<file path="src/hdl/l2_cfg_pkg.sv">
// Shared constants and carriers for the second-level cache configuration block
package l2_cfg_pkg;
    // Control register field positions
    localparam int BIT_ENABLE    = 0;
    localparam int BIT_PARITY    = 1;
    localparam int POS_CAPACITY  = 2;
    localparam int POS_RATIO     = 4;
    localparam int POS_RAMTYPE   = 7;
    localparam int BIT_DATA_ONLY = 9;
    localparam int BIT_INVAL     = 10;
    localparam int BIT_IN_PROG   = 31;
    localparam logic [31:0] CTRL_RESET    = 32'h0000_0000;
    localparam logic [31:0] CTRL_WR_MASK  = 32'h7FFF_FFFF; // Bit 31 is read only
    // Capacity codes
    localparam logic [1:0] CAP_256K = 2'h1;
    localparam logic [1:0] CAP_512K = 2'h2;
    localparam logic [1:0] CAP_1M   = 2'h3;
    // Clock ratio codes and divisor in half steps
    localparam logic [2:0] RATIO_OFF = 3'h0;
    localparam logic [2:0] RATIO_1   = 3'h1;
    localparam logic [2:0] RATIO_1P5 = 3'h2;
    localparam logic [2:0] RATIO_2   = 3'h4;
    localparam logic [2:0] RATIO_2P5 = 3'h5;
    localparam logic [2:0] RATIO_3   = 3'h6;
    localparam logic [2:0] HALF_STEP = 3'h2;
    // RAM type codes
    localparam logic [1:0] RAM_FLOW  = 2'h0;
    localparam logic [1:0] RAM_PIPE  = 2'h2;
    localparam logic [1:0] RAM_LATEW = 2'h3;
    // Read latency in RAM clock ticks
    localparam logic [1:0] LAT_FLOW  = 2'h1;
    localparam logic [1:0] LAT_PIPE  = 2'h2;
    // Tag array walked by a global invalidate
    localparam int TAG_IDX_W = 12;
    localparam logic [TAG_IDX_W-1:0] TAG_LAST = 12'hFFF;
    // Data RAM geometry
    localparam int ADDR_W = 17;
    localparam int DATA_W = 64;
    localparam int PAR_W  = 8;

    // Signals driven toward the data RAM
    typedef struct packed {
        logic [ADDR_W-1:0] addr;
        logic              we;
        logic [DATA_W-1:0] wdata;
        logic [PAR_W-1:0]  wpar;
    } ram_bus_t;
endpackage

</file>
<file path="src/hdl/l2_cfg.sv">
// Second-level cache control register and the RAM-side logic it configures
// How it works
// Parity enabled: generate byte parity on writes, check it on reads.
// Parity disabled: written parity is all zero, no parity errors flagged.
// Capacity code 01/10/11 gives 256K/512K/1M; address width follows; 00 reserved.
// Attached data RAM is 64 bits wide, 32K/64K/128K words deep.
// Ratio code divides core clock by 1, 1.5, 2, 2.5 or 3.
// Ratio zero stops the RAM clock and turns the DLL off.
// Any nonzero ratio runs the RAM clock and enables the DLL; reserved codes 3 and 7 keep the clock stopped and the DLL off here.
// Software waits for the DLL to settle before enabling the cache.
// Software keeps the RAM clock no slower than the system bus clock.
// RAM type picks flow-through, pipelined or late-write (pipelined timing).
// Late-write: write data follows the write enable by one RAM cycle.
// Burst RAMs never burst; every access carries a fresh address.
// Flow-through RAMs only with divide-by-2 or slower.
// Data-only mode treats instruction-cache transactions as uncached.
// Setting global invalidate clears every tag status entry.
// Software never sets global invalidate while the cache is enabled.
// Enable takes effect from the next transaction received.
// Bit 31 reads one while invalidate runs, zero when done.
// Software never writes reserved field codes; response undefined.
`timescale 1ns/1ns
module l2_cfg (
    // Clock and reset
    input  wire logic                         clk,
    input  wire logic                         rst_n,
    // Special register move port
    input  wire logic                         spr_we,
    input  wire logic [31:0]                  spr_wdata,
    output logic      [31:0]                  spr_rdata,
    // Transactions from the first-level caches
    input  wire logic                         txn_valid,
    input  wire logic                         txn_from_icache,
    output logic                              txn_cacheable,
    // Data access requests
    input  wire logic                         acc_valid,
    input  wire logic                         acc_write,
    input  wire logic [l2_cfg_pkg::ADDR_W-1:0] acc_addr,
    input  wire logic [l2_cfg_pkg::DATA_W-1:0] acc_wdata,
    output logic                              acc_ready,
    output logic                              rd_valid,
    output logic      [l2_cfg_pkg::DATA_W-1:0] rd_data,
    output logic                              parity_error,
    // Data RAM side
    output l2_cfg_pkg::ram_bus_t              ram,
    input  wire logic [l2_cfg_pkg::DATA_W-1:0] ram_rdata,
    input  wire logic [l2_cfg_pkg::PAR_W-1:0]  ram_rpar,
    output logic                              ram_clk_tick,
    output logic                              dll_enable,
    // Tag array clear port
    output logic                              tag_clear,
    output logic      [l2_cfg_pkg::TAG_IDX_W-1:0] tag_clear_idx
);
    typedef enum logic [1:0] {S_IDLE, S_ISSUE, S_WDATA, S_RWAIT} acc_state_t;

    logic [31:0]                   ctrl;
    logic                          in_prog;
    logic [2:0]                    phase;
    logic [2:0]                    half_div;
    logic [3:0]                    next_phase;
    acc_state_t                    state;
    logic                          req_write;
    logic [l2_cfg_pkg::ADDR_W-1:0] req_addr;
    logic [l2_cfg_pkg::DATA_W-1:0] req_wdata;
    logic [1:0]                    wait_cnt;
    logic [l2_cfg_pkg::ADDR_W-1:0] addr_mask;
    logic [l2_cfg_pkg::PAR_W-1:0]  chk_par;

    wire logic       par_on    = ctrl[l2_cfg_pkg::BIT_PARITY];
    wire logic       cache_on  = ctrl[l2_cfg_pkg::BIT_ENABLE];
    wire logic [1:0] cap_sel   = ctrl[l2_cfg_pkg::POS_CAPACITY +: 2];
    wire logic [2:0] ratio     = ctrl[l2_cfg_pkg::POS_RATIO +: 3];
    wire logic [1:0] ram_type  = ctrl[l2_cfg_pkg::POS_RAMTYPE +: 2];
    wire logic       late_wr   = (ram_type == l2_cfg_pkg::RAM_LATEW);
    wire logic       inval_req = spr_we && spr_wdata[l2_cfg_pkg::BIT_INVAL] && !in_prog;

    // Byte parity of a data word, even sense
    function automatic logic [l2_cfg_pkg::PAR_W-1:0] byte_par(
        input logic [l2_cfg_pkg::DATA_W-1:0] d);
        logic [l2_cfg_pkg::PAR_W-1:0] p;
        p = '0;
        for (int i = 0; i < l2_cfg_pkg::PAR_W; i++) begin
            p[i] = ^d[i*8 +: 8];
        end
        return p;
    endfunction

    // Control register; bit 31 is owned by the invalidate walker
    always_ff @(posedge clk or negedge rst_n) begin
        if (!rst_n) begin
            ctrl <= l2_cfg_pkg::CTRL_RESET;
        end else if (spr_we) begin
            ctrl <= spr_wdata & l2_cfg_pkg::CTRL_WR_MASK;
        end
    end

    // Read-back copy with live in-progress flag
    always_ff @(posedge clk or negedge rst_n) begin
        if (!rst_n) begin
            spr_rdata <= l2_cfg_pkg::CTRL_RESET;
        end else begin
            spr_rdata <= {in_prog, ctrl[30:0]};
        end
    end

    // tag walk: a write carrying the invalidate bit clears every tag entry
    // flag: in_prog stays high from that write until the last entry clears
    always_ff @(posedge clk or negedge rst_n) begin
        if (!rst_n) begin
            in_prog       <= 1'b0;
            tag_clear     <= 1'b0;
            tag_clear_idx <= '0;
        end else if (inval_req) begin
            in_prog       <= 1'b1;
            tag_clear     <= 1'b1;
            tag_clear_idx <= '0;
        end else if (tag_clear) begin
            if (tag_clear_idx == l2_cfg_pkg::TAG_LAST) begin
                in_prog   <= 1'b0;
                tag_clear <= 1'b0;
            end else begin
                tag_clear_idx <= tag_clear_idx + 12'h001;
            end
        end
    end

    // Divisor in half core cycles for each ratio code
    always_comb begin
        case (ratio)
            l2_cfg_pkg::RATIO_1:   half_div = 3'h2;
            l2_cfg_pkg::RATIO_1P5: half_div = 3'h3;
            l2_cfg_pkg::RATIO_2:   half_div = 3'h4;
            l2_cfg_pkg::RATIO_2P5: half_div = 3'h5;
            l2_cfg_pkg::RATIO_3:   half_div = 3'h6;
            default:               half_div = 3'h0; // Off and reserved codes
        endcase
    end

    assign next_phase = {1'b0, phase} + {1'b0, l2_cfg_pkg::HALF_STEP};

    // divider: accumulator yields one RAM tick per ratio core cycles on average
    // stop: ratio zero holds the tick low and the DLL off
    // run: the five valid nonzero ratio codes tick and enable the DLL; reserved codes 3 and 7 stay stopped
    always_ff @(posedge clk or negedge rst_n) begin
        if (!rst_n) begin
            phase        <= '0;
            ram_clk_tick <= 1'b0;
            dll_enable   <= 1'b0;
        end else if (half_div == 3'h0) begin
            phase        <= '0;
            ram_clk_tick <= 1'b0;
            dll_enable   <= 1'b0;
        end else begin
            dll_enable <= 1'b1;
            if (next_phase >= {1'b0, half_div}) begin
                phase        <= 3'(next_phase - {1'b0, half_div});
                ram_clk_tick <= 1'b1;
            end else begin
                phase        <= next_phase[2:0];
                ram_clk_tick <= 1'b0;
            end
        end
    end

    // capacity: address bits above the selected size are forced low
    always_comb begin
        case (cap_sel)
            l2_cfg_pkg::CAP_256K: addr_mask = 17'h07FFF;
            l2_cfg_pkg::CAP_512K: addr_mask = 17'h0FFFF;
            l2_cfg_pkg::CAP_1M:   addr_mask = 17'h1FFFF;
            default:              addr_mask = 17'h00000;
        endcase
    end

    // data-only: instruction fetch traffic bypasses the cache
    // enable: the registered flag governs the next transaction seen
    always_ff @(posedge clk or negedge rst_n) begin
        if (!rst_n) begin
            txn_cacheable <= 1'b0;
        end else begin
            txn_cacheable <= txn_valid && cache_on && !in_prog
                && !(ctrl[l2_cfg_pkg::BIT_DATA_ONLY] && txn_from_icache);
        end
    end

    // Parity expected on read data
    assign chk_par = byte_par(ram_rdata);

    // Access sequencer, advancing on RAM clock ticks
    // no burst: each access drives its own address
    always_ff @(posedge clk or negedge rst_n) begin
        if (!rst_n) begin
            state        <= S_IDLE;
            acc_ready    <= 1'b0;
            req_write    <= 1'b0;
            req_addr     <= '0;
            req_wdata    <= '0;
            wait_cnt     <= '0;
            ram          <= '0;
            rd_valid     <= 1'b0;
            rd_data      <= '0;
            parity_error <= 1'b0;
        end else begin
            rd_valid     <= 1'b0;
            parity_error <= 1'b0;
            // parity off: stale parity from an earlier write is dropped at once
            if (!par_on) begin
                ram.wpar <= '0;
            end
            case (state)
                S_IDLE: begin
                    acc_ready <= cache_on && !in_prog && dll_enable;
                    if (acc_valid && acc_ready) begin
                        acc_ready <= 1'b0;
                        req_write <= acc_write;
                        req_addr  <= acc_addr & addr_mask;
                        req_wdata <= acc_wdata;
                        state     <= S_ISSUE;
                    end
                end
                S_ISSUE: if (ram_clk_tick) begin
                    ram.addr <= req_addr;
                    ram.we   <= req_write;
                    // late write: data waits for the following RAM cycle
                    if (req_write && late_wr) begin
                        state <= S_WDATA;
                    end else if (req_write) begin
                        ram.wdata <= req_wdata;
                        // parity generate: zero when disabled
                        ram.wpar  <= par_on ? byte_par(req_wdata) : '0;
                        state     <= S_WDATA;
                    end else begin
                        // timing: flow-through reads one tick earlier
                        wait_cnt <= (ram_type == l2_cfg_pkg::RAM_FLOW)
                            ? l2_cfg_pkg::LAT_FLOW : l2_cfg_pkg::LAT_PIPE;
                        state    <= S_RWAIT;
                    end
                end
                S_WDATA: if (ram_clk_tick) begin
                    ram.we <= 1'b0;
                    if (late_wr) begin
                        ram.wdata <= req_wdata;
                        ram.wpar  <= par_on ? byte_par(req_wdata) : '0;
                    end
                    state <= S_IDLE;
                end
                S_RWAIT: if (ram_clk_tick) begin
                    if (wait_cnt == 2'h1) begin
                        rd_valid     <= 1'b1;
                        rd_data      <= ram_rdata;
                        // parity check: only flagged while enabled
                        parity_error <= par_on && (chk_par != ram_rpar);
                        state        <= S_IDLE;
                    end
                    wait_cnt <= wait_cnt - 2'h1;
                end
                default: state <= S_IDLE;
            endcase
        end
    end
endmodule

</file>
<file path="config.mk">
export PLATFORM = sky130hd
export DESIGN_NAME = l2_cfg
export DESIGN_NICKNAME = d
export VERILOG_FILES = /design/src/hdl/l2_cfg_pkg.sv /design/src/hdl/l2_cfg.sv
export SDC_FILE = /design/constraint.sdc
export NUM_CORES = 1
export LEC_CHECK = 0
export ABC_AREA = 1
export BUFFER_PORTS_ARGS = -buffer_cell sky130_fd_sc_hd__buf_2
export CAP_MARGIN = 0
export CORE_UTILIZATION = 46
export CTS_CLUSTER_SIZE = 25
export DETAILED_ROUTE_END_ITERATION = 8
export GPL_TIMING_DRIVEN = 0
export PLACE_DENSITY_LB_ADDON = 0.08
export SYNTH_ARGS = -nofsm -noshare
export SYNTH_HDL_FRONTEND = slang
export SYNTH_SLANG_ARGS = --single-unit
</file>
<file path="constraint.sdc">
create_clock -name clk -period 2.5 [get_ports clk]
set_clock_uncertainty 0.2 [all_clocks]
set_input_delay 0.625 -clock clk [delete_from_list [all_inputs] [get_ports clk]]
set_output_delay 0.625 -clock clk [all_outputs]
set_load 0.01 [all_outputs]
</file>
==> results of run 1 <==
==> through the flow <==
stage               TNS (ps)  instances  hold WS (ps)  setup slack, ps
global route         -0.0357       2378          95.8          -0.0357
finish                     0       2380          96.6              218
global placement    -1897950       2310           152            -5820
floorplan                  0       1525           129              525
CTS                        0       2376          77.2              105
detailed placement    -18130       2312           159             -336
==> report_power, final <==
part / switching (mW) / internal, mW / leakage (nW)
sequential: 1.05 / 7.10 / 3.83
clock: 2.12 / 3.25 / 0.603
combinational: 3.99 / 3.02 / 5.01
==> cells in the final DEF (no fill, tap or decap), types with 8 or more instances in the layout <==
cell type / count
clkbuf_16: 39
a21oi_1: 13
o21ai_0: 169
xor2_1: 9
dfrtp_1: 326
xnor2_1: 57
o22ai_1: 48
nor3_1: 8
clkbuf_1: 33
o22ai_2: 10
inv_1: 244
buf_2: 407
nor2_1: 17
clkinv_2: 10
ha_1: 8
nand2_1: 434
mux2_2: 24
nand3_1: 72
==> area by class of cell <==
cell class / instances / share of cell area
sequential: 326 / 0.460
multi-input combinational: 897 / 0.260
timing repair buffer: 398 / 0.116
clock buffer: 49 / 0.0611
inverter: 247 / 0.0524
tap: 390 / 0.0275
buffer: 53 / 0.0141
clock inverter: 15 / 0.00770
antenna: 5 / 0.000706
==> synthesized netlist by cell type <==
cell type  instances
a21oi_1           13
nand2_1          434
xnor2_1           57
o211ai_1           2
buf_6              1
nand3b_1           2
a211o_1            1
a211oi_1           1
nand2_2            3
o21ai_1            1
o31ai_1            1
a211oi_2           1
o21ai_0          169
dfrtp_1          326
buf_4              7
xor2_1             9
clkinv_1           1
nand4_1            7
o22ai_1           48
nor2_1            17
o21a_1             1
inv_2              2
nor2_2             2
a21oi_2            1
inv_1            244
mux2_2            24
a31oi_1            1
buf_2             13
o22ai_2           10
fa_1               2
buf_1              1
ha_1               9
nor3b_1            1
clkbuf_1          33
nor3_1             8
nand3_1           72
==> worst max-delay path: stages (launching register included) <==
cell      delay [ps]
dfrtp_1          420
inv_1            100
ha_2             250
inv_2             70
a21oi_2          150
o21ai_1           90
a211oi_2         270
nand2_2          230
buf_2            280
o22ai_2          130
==> sequential cells by signal, summed over array words and instances (netlist names), 2 cells and up <==
| register | flops |
|---|---|
| ram | 90 |
| rd_data | 64 |
| req_wdata | 64 |
| spr_rdata | 32 |
| ctrl | 31 |
| req_addr | 17 |
| tag_clear_idx | 12 |
| phase | 3 |
| state | 2 |
| wait_cnt | 2 |
==> what timing repair did <==
item                       in CTS  in global routing
hold buffers                    1                  0
resized for setup               2                  3
hold endpoints to repair       55                  0
setup endpoints to repair     110                 66
==> cells by family (layout without fill, tap and decap cells) <==
family | after synthesis | in the layout | share of synthesized area
adder cells (fa/ha/maj) | 11 | 11 | 0.0109
buffers and inverters | 302 | 762 | 0.0849
other | 0 | 5 | 0
multiplexers | 24 | 24 | 0.0194
XOR/XNOR | 66 | 66 | 0.0414
flip-flops | 326 | 326 | 0.585
AND/OR/NAND/NOR | 546 | 546 | 0.157
AO/OA/AOI/OAI | 250 | 250 | 0.101
==> final timing paths <==
path / startpoint / to / slack, ps / cells past startpoint
setup / recovery: state[1] / ram[24] / 220 / 9
max in group asynchronous: rst_n / spr_rdata[28] / 480 / 3
min in group asynchronous: rst_n / rd_data[13] / 530 / 2
hold reg to reg: ctrl[15] / spr_rdata[15] / 170 / 0
hold / removal: txn_from_icache / txn_cacheable / 100 / 2
setup reg to reg: state[1] / ram[24] / 220 / 9
==> routing by layer <==
layer  vias to the layer above  share of wire  track usage
met4                         8          0.026       0.0761
met5                         -         0.0010            0
met1                      5407           0.42        0.307
li1                       5683              -            -
met3                        68          0.070       0.0536
met2                       341           0.48        0.403
==> impl_metrics.yaml, run 1 <==
grt:
  antenna_found_initial: 8
  grt_max_degree: 122
  grt_usage: 0.240
  gr-total-overflow: 0
  grt_pass1_vias: 11100
  grt_pass1_wl_um: 58100
critical_path:
  crit_required_ps: 2730
  end_kind: "register"
  criticalPathCategory: "register to register"
  crit_arrival_ps: 2510
  crit_fanout: 10
  startpoint_type: "register"
route:
  drtAntennaViolNets: 0
  drt-total-wl_um: 37000
  first_pass_iters: 8
  wire_per_inst_um: 15.6
  drc: 0
  vias: 11500
  drt_iter0_markers: 656
  drt-vias-per-instance: 4.83
synthesis:
  ys_ff_latch: 326
  synth.yosys.seq_area_share: 0.585
  ys_warn_count: 0
  yosys.area.top_type: "dfrtp_1"
  syn-num-nets: 1728
  synth_top_cells_by_area: "dfrtp_1 58%, nand2_1 12%, inv_1 6.6%"
  synthCells: 1525
  synthDistinctLibCells: 36
  synthesis.area_um2: 13900
  synth_top_area_share: 0.585
  syn_area_per_cell_um2: 9.15
floorplanning:
  ioPinCount: 397
  start_util: 0.469
  dieArea_um2: 31000
  chipWidth_um: 176
  coreArea_um2: 29700
  die_y_um: 176
  num_rows: 63
timing:
  maxSlewViolCount: 0
  tightest_slew_ps: 750
  max_slew_margin: 0.500
  period_needed_ps: 2280
  fmax_mhz: 438
  setup-violations-final: 0
  finalHoldViolations: 0
  post-route-period-util: 0.913
clocking:
  cts_inserted_buffers: 37
  cts-root-buf: "clkbuf_16"
  cts.clk_slew.worst_paths_ps: 60
  cts_tree: "yes"
  clk_latency_ps: 510
  cts.sinks: 326
  h-tree-depth: 2
  cts.path.max_buffers: 3
  postCtsSetupBuffers: 0
placed_design:
  dpl_cell_area_um2: 16500
  dp_hpwl_um: 27400
  place.gp.congestion: 0.872
  numPortBuffers: 395
power:
  power.total_mw: 20.5
  leakage_nw: 9.44
  ir_drop_mv: 0.589
  power_density_nw_per_um2: 1160
job:
  cap_violations: 0
min_path:
  hp-class: "input pin to register"
layout:
  design_area_um2: 17700
  drive_gt1_frac: 0.264
  fillers: 2683
  final_nets: 2163
  multiInputGateArea_um2: 4610
  final_util: 0.596
  area_growth_pct: 27.1
  register_area_um2: 8160
status:
  status: "finished, final reports clean"
(Power assumes the default switching activity.)
==> run 2, diff against run 1 <==
- CELL_PAD_IN_SITES_DETAIL_PLACEMENT: not set -> 0
- CELL_PAD_IN_SITES_GLOBAL_PLACEMENT: not set -> 1
- CORE_UTILIZATION: 46 -> 39
==> run 2 against run 1 <==
Net effect:
- the run now ends with negative hold slack left
- sequential power hardly changed
- sequential share of layout area down 0.47 points
- utilization down 8.3 points
- clock-buffer cell count increased by 1
- worst setup slack worse by 49 ps
- clock power is 6.9% higher
- critical path depth is the same
- critical path type unchanged
==> impl_metrics.yaml, run 2 (same netlist as run 1, synthesis figures left out) <==
status:
  status: "finished, violations left"
  violations: "negative hold slack"
grt:
  grt_max_degree: 114
  grt_pass1_wl_um: 60200
  grt_pass1_vias: 11200
  grt_usage: 0.211
  antenna_found_initial: 8
  gr-total-overflow: 0
layout:
  drive_gt1_frac: 0.266
  top_register: "ram"
  mostFrequentLayoutCells: "434 x nand2_1, 407 x buf_2, 326 x dfrtp_1"
  final_nets: 2167
  area_growth_pct: 28.4
  final_common_cell: "nand2_1"
  design_area_um2: 17900
  reg.largest.list: "ram (90), rd_data (64), req_wdata (64)"
  final_util: 0.513
  largest_reg_flops: 90
clocking:
  cts.path.max_buffers: 3
  h-tree-depth: 2
  cts.clk_slew.worst_paths_ps: 60
  clk_latency_ps: 530
  cts_tree: "yes"
  cts_inserted_buffers: 38
  cts.sinks: 326
  cts-root-buf: "clkbuf_16"
  hold_buffers: 0
placed_design:
  dp_hpwl_um: 28400
  numPortBuffers: 395
  dp_slack_ps: -366
  dpl_cell_area_um2: 16600
  place.gp.congestion: 0.812
route:
  drt_iter0_markers: 467
  vias: 11400
  drt-total-wl_um: 38500
  wire_per_inst_um: 15.7
  drt-vias-per-instance: 4.67
  drtAntennaViolNets: 0
  first_pass_iters: 5
  drc: 0
critical_path:
  startpoint_type: "register"
  end_kind: "register"
  criticalPathCategory: "register to register"
  crit_fanout: 10
  crit_arrival_ps: 2570
  crit_required_ps: 2740
floorplanning:
  die_y_um: 191
  chipWidth_um: 191
  num_rows: 68
  coreArea_um2: 34900
  dieArea_um2: 36500
  ioPinCount: 397
  start_util: 0.400
timing:
  fmax_mhz: 429
  finalWorstSetupSlack_ps: 170
  setup-violations-final: 0
  max_slew_margin: 0.392
  tightest_slew_ps: 912
  finalHoldViolations: 26
  post-route-period-util: 0.932
  period_needed_ps: 2330
  rsz0062_at_grt: "no"
  hold_slack_ps: -63.9
  maxSlewViolCount: 0
job:
  cap_violations: 0
min_path:
  hp-class: "input pin to asynchronous set/reset pin"
power:
  ir_drop_mv: 0.644
  power.total_mw: 20.9
  leakage_nw: 9.49
  power_density_nw_per_um2: 1170
run 2: cell types whose count changed in the layout (fill, tap and decap cells not counted), sizes merged:
cell,delta
buf,+3
bufinv,+3
clkbuf,+2
clkinvlp,-1
diode,-1
dlygate4sd3,-1
inv,-1
run 2: cell type report:
type                    count  area (um2)
clock inverters            16         230
plain buffers              54         260
inverters                 247         931
repair buffers            400        2060
multi-input cells         897        4610
well taps                 455         569
fillers                  3448       17000
flip-flops and latches    326        8160
diodes                      4        10.0
clock buffers              50        1070
run 2: critical path: stages, from the launching register on:
cell and delay (ps):
dfrtp_1 400, inv_1 110, ha_1 230, inv_1 100, a21oi_2 160, o21ai_1 90, a211oi_2 290, nand2_2 240
buf_2 290, o22ai_2 120
run 2: per-layer routing:
metal,track usage,share of wire,vias up
met4,0.0607,0.019,8
met3,0.0573,0.079,55
met1,0.275,0.43,5383
li1,-,-,5687
met2,0.344,0.47,308
met5,0,0.0013,-
run 2: metrics by stage:
step | TNS (ps) | cells
after floorplan | 0 | 1525
after global placement | -1924740 | 2375
after detailed placement | -26780 | 2377
after CTS | 0 | 2442
after global routing | 0 | 2448
final | 0 | 2449
run 2: final timing paths:
check / startpoint / endpoint / slack [ps] / cells after the start
min in group clk: txn_from_icache / txn_cacheable / 60 / 2
min: rst_n / tag_clear_idx[5] / -60 / 1
max: state[0] / ram[26] / 170 / 9
max reg2reg: state[0] / ram[26] / 170 / 9
min reg2reg: ctrl[19] / spr_rdata[19] / 170 / 0
max in group asynchronous: rst_n / ram[60] / 1050 / 2
run 2: timing repair:
item,in CTS,in global routing
hold endpoints to repair,0,0
buffers inserted,0,3
resized for setup,1,9
setup endpoints to repair,143,172
run 2: power breakdown:
part	leakage, nW	total, mW	switching, mW	internal, mW
combinational	5.03	7.05	4.03	3.02
clock	0.640	5.74	2.21	3.53
sequential	3.83	8.14	1.04	7.10
